## config.mk

```make
export PLATFORM = sky130hd
export DESIGN_NAME = acfr_ctrl
export DESIGN_NICKNAME = d
export VERILOG_FILES = /design/src/include/acfr_pkg.sv /design/src/rtl/acfr_ctrl.sv
export VERILOG_INCLUDE_DIRS = /design/src /design/src/include
export SDC_FILE = /design/constraint.sdc
export NUM_CORES = 1
export LEC_CHECK = 0
export BUFFER_PORTS_ARGS = -buffer_cell sky130_fd_sc_hd__buf_2
export CAP_MARGIN = 20
export CORE_ASPECT_RATIO = 1.2
export CORE_MARGIN = 10
export CORE_UTILIZATION = 50
export CTS_BUF_LIST = sky130_fd_sc_hd__clkbuf_2
export DETAILED_ROUTE_END_ITERATION = 8
export MAX_ROUTING_LAYER = met4
export PLACE_DENSITY = 0.75
export SLEW_MARGIN = 20
export SYNTH_ARGS = -nofsm -noshare
export SYNTH_HDL_FRONTEND = slang
export SYNTH_SLANG_ARGS = --single-unit
```

## constraint.sdc

```tcl
create_clock -name clk_i -period 7 [get_ports clk_i]
set_input_delay 0.7 -clock clk_i [delete_from_list [all_inputs] [get_ports clk_i]]
set_output_delay 0.7 -clock clk_i [all_outputs]
set_load 0.01 [all_outputs]
```

## src/include/acfr_regs.svh

```systemverilog
/*
  Register offsets, field positions, reset values and timing counts of the
  converter clock, filter and reference control block.
  Assumes a 32-bit Wishbone bus with byte addresses.
*/
`ifndef ACFR_REGS_SVH
`define ACFR_REGS_SVH

// ----------------------------------------------------------------------
// Offsets
// ----------------------------------------------------------------------
`define ACFR_CTRL_ADDR 8'h00
`define ACFR_FILT_ADDR 8'h04
`define ACFR_STAT_ADDR 8'h08
`define ACFR_SETUP_ADDR 8'h10

// ----------------------------------------------------------------------
// Fields
// ----------------------------------------------------------------------
`define ACFR_CTRL_CLKSEL 0
`define ACFR_CTRL_REFEN 2
`define ACFR_CTRL_REFLVL 3
`define ACFR_CTRL_INTPIN 4
`define ACFR_CTRL_HOLD 5
`define ACFR_CTRL_KEEP 6
`define ACFR_FILT_TYPE 0
`define ACFR_FILT_POST 4
`define ACFR_FILT_DIV 16

// ----------------------------------------------------------------------
// Reset values
// ----------------------------------------------------------------------
`define ACFR_CTRL_RST 7'h00
`define ACFR_DIV_RST 11'h001
`define ACFR_REFSEL_RST 2'h0

// ----------------------------------------------------------------------
// Timing, in main clock periods of 76.8 kHz
// ----------------------------------------------------------------------
`define ACFR_MCLK_HZ 76800
`define ACFR_DEC_BASE 32
`define ACFR_SINC4_MAX 11'h00A
`define ACFR_SINC3_MAX 11'h7FF
`define ACFR_POST1_CNT 20'h00B80
`define ACFR_POST2_CNT 20'h00C80
`define ACFR_POST3_CNT 20'h00F80
`define ACFR_POST4_CNT 20'h01282

`endif

```

## src/include/acfr_pkg.sv

```systemverilog
/*
  Types of the converter clock, filter and reference control block.
  Assumes acfr_regs.svh supplies the numbers.
*/
package acfr_pkg;

  typedef enum logic [1:0] {
    ACFR_CLK_INT,
    ACFR_CLK_INT_OUT,
    ACFR_CLK_EXT,
    ACFR_CLK_EXT_DIV2
  } acfr_clksel_t;

  typedef enum logic [2:0] {
    ACFR_F_SINC4,
    ACFR_F_SINC4_AVG,
    ACFR_F_SINC3,
    ACFR_F_SINC3_REJ,
    ACFR_F_SINC3_AVG,
    ACFR_F_SINC3_POST
  } acfr_filter_t;

  typedef struct packed {
    logic keep_on;
    logic hold;
    logic int_pin;
    logic ref_level;
    logic ref_en;
    acfr_clksel_t clk_sel;
  } acfr_ctrl_t;

  typedef struct packed {
    logic [10:0] filter_rate_divider;
    logic [1:0] post_sel;
    acfr_filter_t ftype;
  } acfr_filt_t;

endpackage

```

## src/rtl/acfr_ctrl.sv

```systemverilog
/*
  Converter clock source, clock pin role, filter output rate and internal
  reference control, with a classic Wishbone register slave.
  Assumes the internal oscillator and the clock pin arrive asynchronously,
  and that the standby request and interrupt come from logic on clk_i.
*/
`timescale 1ns/1ns
`default_nettype none
`include "acfr_regs.svh"

module acfr_ctrl
  import acfr_pkg::*;
#(
  parameter int NSETUP = 8,
  parameter int AVERAGING_COUNT = 8
) (
  input wire logic clk_i,
  input wire logic rst_i,
  input wire logic cyc_i,
  input wire logic stb_i,
  input wire logic we_i,
  input wire logic [7:0] adr_i,
  input wire logic [3:0] sel_i,
  input wire logic [31:0] dat_i,
  output logic [31:0] dat_o,
  output logic ack_o,
  input wire logic osc_i,
  input wire logic clk_pin_i,
  output logic clk_pin_o,
  output logic clk_pin_oe_o,
  input wire logic irq_src_i,
  input wire logic standby_i,
  input wire logic [2:0] setup_idx_i,
  output logic mclk_tick_o,
  output logic mod_tick_o,
  output logic word_tick_o,
  output logic ref_power_o,
  output logic ref_low_o,
  output logic ref_hold_o,
  output logic [1:0] ref_sel_o
);

  // ----------------------------------------------------------------------
  // Registers
  // ----------------------------------------------------------------------
  acfr_ctrl_t ctrl, next_ctrl;
  acfr_filt_t filt, next_filt;
  logic [1:0] setup_ref [NSETUP];
  logic [1:0] next_setup_ref [NSETUP];
  logic [31:0] next_dat;
  logic next_ack;
  logic [31:0] wmask;
  logic [31:0] wval;

  // Pins cross in through two flops; only the second stage is looked at.
  logic [1:0] osc_s, clk_s;
  logic osc_q, clk_q;
  logic ext_half, next_ext_half;
  logic mod_ph, next_mod_ph;
  logic [19:0] word_cnt, next_word_cnt;
  logic mclk_tick, next_mclk_tick;
  logic next_mod_tick, next_word_tick;
  logic next_pin, next_pin_oe;
  logic [10:0] div_eff;
  logic [19:0] period;
  logic [31:0] filt_word;
  logic next_ref_power, next_ref_low, next_ref_hold;
  logic [1:0] next_ref_sel;

  assign wmask = {{8{sel_i[3]}}, {8{sel_i[2]}}, {8{sel_i[1]}}, {8{sel_i[0]}}};
  assign filt_word = {5'h00, filt.filter_rate_divider, 10'h000, filt.post_sel, 1'b0, filt.ftype};

  always_comb begin
    wval = '0;
    next_ctrl = ctrl;
    next_filt = filt;
    for (int i = 0; i < NSETUP; i++) begin
      next_setup_ref[i] = setup_ref[i];
    end
    next_ack = cyc_i & stb_i & ~ack_o;
    next_dat = '0;
    case (adr_i)
      `ACFR_CTRL_ADDR: begin
        wval = (32'(ctrl) & ~wmask) | (dat_i & wmask);
        if (next_ack && we_i) begin
          next_ctrl = acfr_ctrl_t'(wval[6:0]);
        end
        next_dat = 32'(ctrl);
      end
      `ACFR_FILT_ADDR: begin
        wval = (filt_word & ~wmask) | (dat_i & wmask);
        if (next_ack && we_i) begin
          next_filt = acfr_filt_t'({wval[26:16], wval[5:4], wval[2:0]});
        end
        next_dat = filt_word;
      end
      `ACFR_STAT_ADDR: begin
        next_dat = {25'h0000000, ref_low_o, ref_hold_o, ref_power_o, clk_pin_oe_o,
                    div_eff == filt.filter_rate_divider, mod_ph, ext_half};
      end
      default: begin
        if (adr_i >= `ACFR_SETUP_ADDR && adr_i < 8'(`ACFR_SETUP_ADDR + 4 * NSETUP)) begin
          if (next_ack && we_i && sel_i[0]) begin
            next_setup_ref[3'(adr_i[7:2] - 6'h04)] = dat_i[1:0];
          end
          next_dat = {30'h00000000, setup_ref[3'(adr_i[7:2] - 6'h04)]};
        end
      end
    endcase
    if (!next_ack || we_i) begin
      next_dat = '0;
    end
  end

  // ----------------------------------------------------------------------
  // Main clock and modulator clock
  // ----------------------------------------------------------------------
  always_comb begin
    next_mclk_tick = 1'b0;
    next_ext_half = ext_half;
    next_mod_ph = mod_ph;
    next_mod_tick = 1'b0;
    case (ctrl.clk_sel)
      ACFR_CLK_INT, ACFR_CLK_INT_OUT: begin
        next_mclk_tick = osc_s[1] & ~osc_q;
      end
      ACFR_CLK_EXT: begin
        next_mclk_tick = clk_s[1] & ~clk_q;
      end
      default: begin
        if (clk_s[1] & ~clk_q) begin
          next_ext_half = ~ext_half;
          next_mclk_tick = ext_half;
        end
      end
    endcase
    // A source switch can bring two edges into adjacent cycles; dropping the
    // second keeps every main tick a single, separated pulse.
    if (mclk_tick) begin
      next_mclk_tick = 1'b0;
      next_mod_ph = ~mod_ph;
      next_mod_tick = mod_ph;
    end
  end

  // ----------------------------------------------------------------------
  // Output word rate
  // ----------------------------------------------------------------------
  always_comb begin
    // Out-of-range dividers are clamped so the word rate never stops.
    div_eff = filt.filter_rate_divider;
    if (div_eff == 11'h000) begin
      div_eff = 11'h001;
    end
    if ((filt.ftype == ACFR_F_SINC4 || filt.ftype == ACFR_F_SINC4_AVG)
        && div_eff > `ACFR_SINC4_MAX) begin
      div_eff = `ACFR_SINC4_MAX;
    end
    case (filt.ftype)
      ACFR_F_SINC4_AVG: period = 20'(`ACFR_DEC_BASE * div_eff * (4 + AVERAGING_COUNT - 1));
      ACFR_F_SINC3_AVG: period = 20'(`ACFR_DEC_BASE * div_eff * (3 + AVERAGING_COUNT - 1));
      ACFR_F_SINC3_POST: begin
        case (filt.post_sel)
          2'h0: period = `ACFR_POST1_CNT;
          2'h1: period = `ACFR_POST2_CNT;
          2'h2: period = `ACFR_POST3_CNT;
          default: period = `ACFR_POST4_CNT;
        endcase
      end
      ACFR_F_SINC4, ACFR_F_SINC3, ACFR_F_SINC3_REJ: begin
        period = 20'(`ACFR_DEC_BASE * div_eff);
      end
      default: period = 20'(`ACFR_DEC_BASE * div_eff);
    endcase
    next_word_cnt = word_cnt;
    next_word_tick = 1'b0;
    if (mclk_tick) begin
      if (word_cnt >= period - 20'h00001) begin
        next_word_cnt = '0;
        next_word_tick = 1'b1;
      end else begin
        next_word_cnt = word_cnt + 20'h00001;
      end
    end
  end

  // ----------------------------------------------------------------------
  // Clock pin role
  // ----------------------------------------------------------------------
  always_comb begin
    next_pin = 1'b0;
    next_pin_oe = 1'b0;
    if (ctrl.int_pin) begin
      next_pin = irq_src_i;
      next_pin_oe = 1'b1;
    end else if (ctrl.clk_sel == ACFR_CLK_INT_OUT) begin
      next_pin = osc_s[1];
      next_pin_oe = 1'b1;
    end
  end

  // ----------------------------------------------------------------------
  // Reference control
  // ----------------------------------------------------------------------
  // The level only matters while the reference is powered, so it is gated
  // by the same term rather than by the enable bit alone.
  always_comb begin
    next_ref_power = ctrl.ref_en & (~standby_i | ctrl.keep_on);
    next_ref_low = next_ref_power & ctrl.ref_level;
    next_ref_hold = ctrl.ref_en & ctrl.hold & standby_i;
    next_ref_sel = setup_ref[setup_idx_i];
  end

  // ----------------------------------------------------------------------
  // State registers
  // ----------------------------------------------------------------------
  always_ff @(posedge clk_i) begin
    if (rst_i) begin
      ctrl <= acfr_ctrl_t'(`ACFR_CTRL_RST);
      filt <= acfr_filt_t'({`ACFR_DIV_RST, 2'h0, 3'h0});
      for (int i = 0; i < NSETUP; i++) begin
        setup_ref[i] <= `ACFR_REFSEL_RST;
      end
      dat_o <= '0;
      ack_o <= 1'b0;
    end else begin
      ctrl <= next_ctrl;
      filt <= next_filt;
      setup_ref <= next_setup_ref;
      dat_o <= next_dat;
      ack_o <= next_ack;
    end
  end

  // The main tick output is taken from the registered tick so that it stands
  // in the same cycle as the modulator and word ticks derived from it.
  always_ff @(posedge clk_i) begin
    if (rst_i) begin
      osc_s <= '0;
      clk_s <= '0;
      osc_q <= 1'b0;
      clk_q <= 1'b0;
      ext_half <= 1'b0;
      mod_ph <= 1'b0;
      mclk_tick <= 1'b0;
      mclk_tick_o <= 1'b0;
      mod_tick_o <= 1'b0;
    end else begin
      osc_s <= {osc_s[0], osc_i};
      clk_s <= {clk_s[0], clk_pin_i};
      osc_q <= osc_s[1];
      clk_q <= clk_s[1];
      ext_half <= next_ext_half;
      mod_ph <= next_mod_ph;
      mclk_tick <= next_mclk_tick;
      mclk_tick_o <= mclk_tick;
      mod_tick_o <= next_mod_tick;
    end
  end

  always_ff @(posedge clk_i) begin
    if (rst_i) begin
      word_cnt <= '0;
      word_tick_o <= 1'b0;
    end else begin
      word_cnt <= next_word_cnt;
      word_tick_o <= next_word_tick;
    end
  end

  always_ff @(posedge clk_i) begin
    if (rst_i) begin
      clk_pin_o <= 1'b0;
      clk_pin_oe_o <= 1'b0;
    end else begin
      clk_pin_o <= next_pin;
      clk_pin_oe_o <= next_pin_oe;
    end
  end

  always_ff @(posedge clk_i) begin
    if (rst_i) begin
      ref_power_o <= 1'b0;
      ref_low_o <= 1'b0;
      ref_hold_o <= 1'b0;
      ref_sel_o <= `ACFR_REFSEL_RST;
    end else begin
      ref_power_o <= next_ref_power;
      ref_low_o <= next_ref_low;
      ref_hold_o <= next_ref_hold;
      ref_sel_o <= next_ref_sel;
    end
  end

endmodule

`default_nettype wire

```

==> metrics.cfg <==
[status]
status = finished clean

[clock_network]
cts_tree = built
holdBufCountCts = 0
clk_latency_ns = 0.57
cts-buffers-inserted = 9
cts_max_level = 3
clock_path_buffers = 2
root_buffer = clkbuf_2
clkTransAtPathRegs_ns = 0.26
clock_sinks = 97

[synth]
synth_top_cell_by_area = dfxtp_1
netlist_area_um2 = 6570
synth-edff-count = 0
synth_top_area_share = 0.295
synth_cells = 768
async_flop_share = 0
yosysUniqueCellTypes = 77
avgSynthCellArea_um2 = 8.56
synth_area_leaders = dfxtp_1 30%, ha_1 11%, nor2_1 5.3%
synth-seq-cells = 97
synth-main-ff-cell = dfxtp_1
yosysSeqAreaShare = 0.295
synth_warnings = 0

[grt]
use_met2 = 0.294
grt_pass1_vias = 5397
grtUsageMet3 = 0.0233
grt_pass1_wl_um = 25100
antenna_found_initial = 0
grt-busiest-layer = met2
grt-ovfl-total = 0
grt.total_usage = 0.165
use_met1 = 0.187
grt_start_max_net_pins = 61

[finish]
syn2layout_area_growth_pct = 9.36
final_area_um2 = 7190
n_antenna_cell = 0
final_cell_mix = 97 x dfxtp_1, 92 x nor2_1, 69 x buf_2
final_common_cell = dfxtp_1
drive_gt1_frac = 0.145
final_cells = 1001
layout.nets = 956
utilization = 0.563

[timing]
slew_violations = 0
max_freq_mhz = 152
clock_skew_ns = 0.0107
timing.final.crit_share = 0.938
tightestPinTransition_ns = 0.788
rsz0062_at_grt = false
setup-tns-final_ns = 0
finalSetupViolCount = 0
hold_violations = 0
min_period_ns = 6.57
relSlewSlack = 0.472
whs_ns = 0.324

[place]
gp_congestion = 0.874
dp_hpwl_um = 11900
placed_cell_area_um2 = 7010
dp.cells = 981
port_buffers = 69

[flow_run]
maxCapViolations = 0

[setup_path]
cp-end-kind = flip-flop
critPathLaunchType = flip-flop
critical_path.slowest_cell = or4_1
required_ns = 7.52
cp.arrival_ns = 7.08
path_max_fanout = 5
path_cells = nor4_4 > o211a_1 > nor2_1 > or2_2 > ha_1 > fa_1 > ha_1 > and3_1 > or3_1 > a31oi_1 > nor2_1 > or4_1 > nor4b_4 > nand3b_1 > xnor2_1 > ha_1 > or3_1 > a221oi_1 > o21ai_0 > a31oi_1 > o21ai_1 > or3b_2 > a21oi_1
cp_num_buf_inv = 0
cp_common_cell = ha_1
cpPeakStageDelay_ns = 0.62
worstSetupPathType = reg -> reg
cpLargestDelayFamily = simple AND/OR/NAND/NOR gates

[routing]
firstDrtPassIters = 5
drt-vias-per-instance = 5.54
drc = 0
via_count = 5548
antenna_left = 0
wl_per_cell_um = 15.1
drt-initial-drc-count = 337
wl_um = 15100

[floorplan]
initial_utilization = 0.514
die_x_um = 125
die-height_um = 146
io_pins = 99
core_area_um2 = 12800
dieArea_um2 = 18200
row_count = 45

[worst_hold_path]
hold_class = in -> reg

[power_and_ir_drop]
leakage_nw = 3.25
ir_drop_uv = 170
p_per_area_nw_per_um2 = 127

metal layers:
layer  share of wire  vias to the layer above  wire (um)
li1                -                     2817          -
met1            0.43                     2597       6500
met2            0.53                      123       7920
met3           0.035                       11        531
met4          0.0089                        0        135
met5               0                        -          0
power by group:
group	total (mW)	switching (mW)	internal [mW]
registers	0.558	0.00153	0.557
logic	0.0446	0.0279	0.0167
clock network	0.310	0.192	0.118
total	0.913	0.222	0.691
Yosys cell counts (all sizes together) (7+ instances only):
master,instances
and3,7
fa,10
nand2,56
nand2b,7
ha,58
buf,22
nor2b,17
inv,48
nand4,8
xnor2,21
o211ai,7
nor4,8
and2,14
o21ai,23
nand3,26
mux4,8
dfxtp,97
xor2,23
clkbuf,18
a21oi,42
a211oi,7
a21o,10
mux2i,34
nor2,93
nor3,16
worst paths after layout:
| kind | from | slack (ns) | endpoint | cells after the start |
|---|---|---|---|---|
| worst max-delay path | flip-flop | 0.43 | word_cnt[0] | 23 |
| worst min-delay path | clk_pin_i | 0.32 | clk_s[0] | 2 |
| worst max register to register | flip-flop | 0.43 | word_cnt[0] | 23 |
| worst min register to register | clk_s[0] | 0.46 | clk_s[1] | 1 |
cells by family (layout without fill, tap and decap cells):
family,count (synthesis),in the layout,share of synthesized area
compound gates,146,146,0.150
xor+xnor,44,44,0.0586
fa+ha+maj,68,68,0.141
buf+inv,88,144,0.0603
flops,97,97,0.295
mux,42,42,0.0792
other cells,1,14,0.000570
simple gates,282,282,0.215
final cells by class:
| type | instances | area (um2) |
|---|---|---|
| Multi-Input combinational cell | 596 | 4300 |
| Clock inverter | 7 | 92.6 |
| Tap cell | 164 | 205 |
| Inverter | 48 | 180 |
| Fill cell | 1185 | 5590 |
| Sequential cell | 97 | 1940 |
| Timing Repair Buffer | 80 | 428 |
| Clock buffer | 9 | 45.0 |
repair_timing:
action                     in CTS  in global routing
gates resized for setup         0                  6
setup endpoints to repair       0                 21
buffers inserted                0                  4
stage by stage:
step / setup slack [ns] / total power, mW
global route: 0.0147 / 0.951
detailed placement: 0.146 / 0.612
global placement: 0.268 / 0.612
CTS: 0.0853 / 0.928
floorplan: 0.703 / 0.600
finish: 0.435 / 0.913
(Power assumes the default switching activity.)
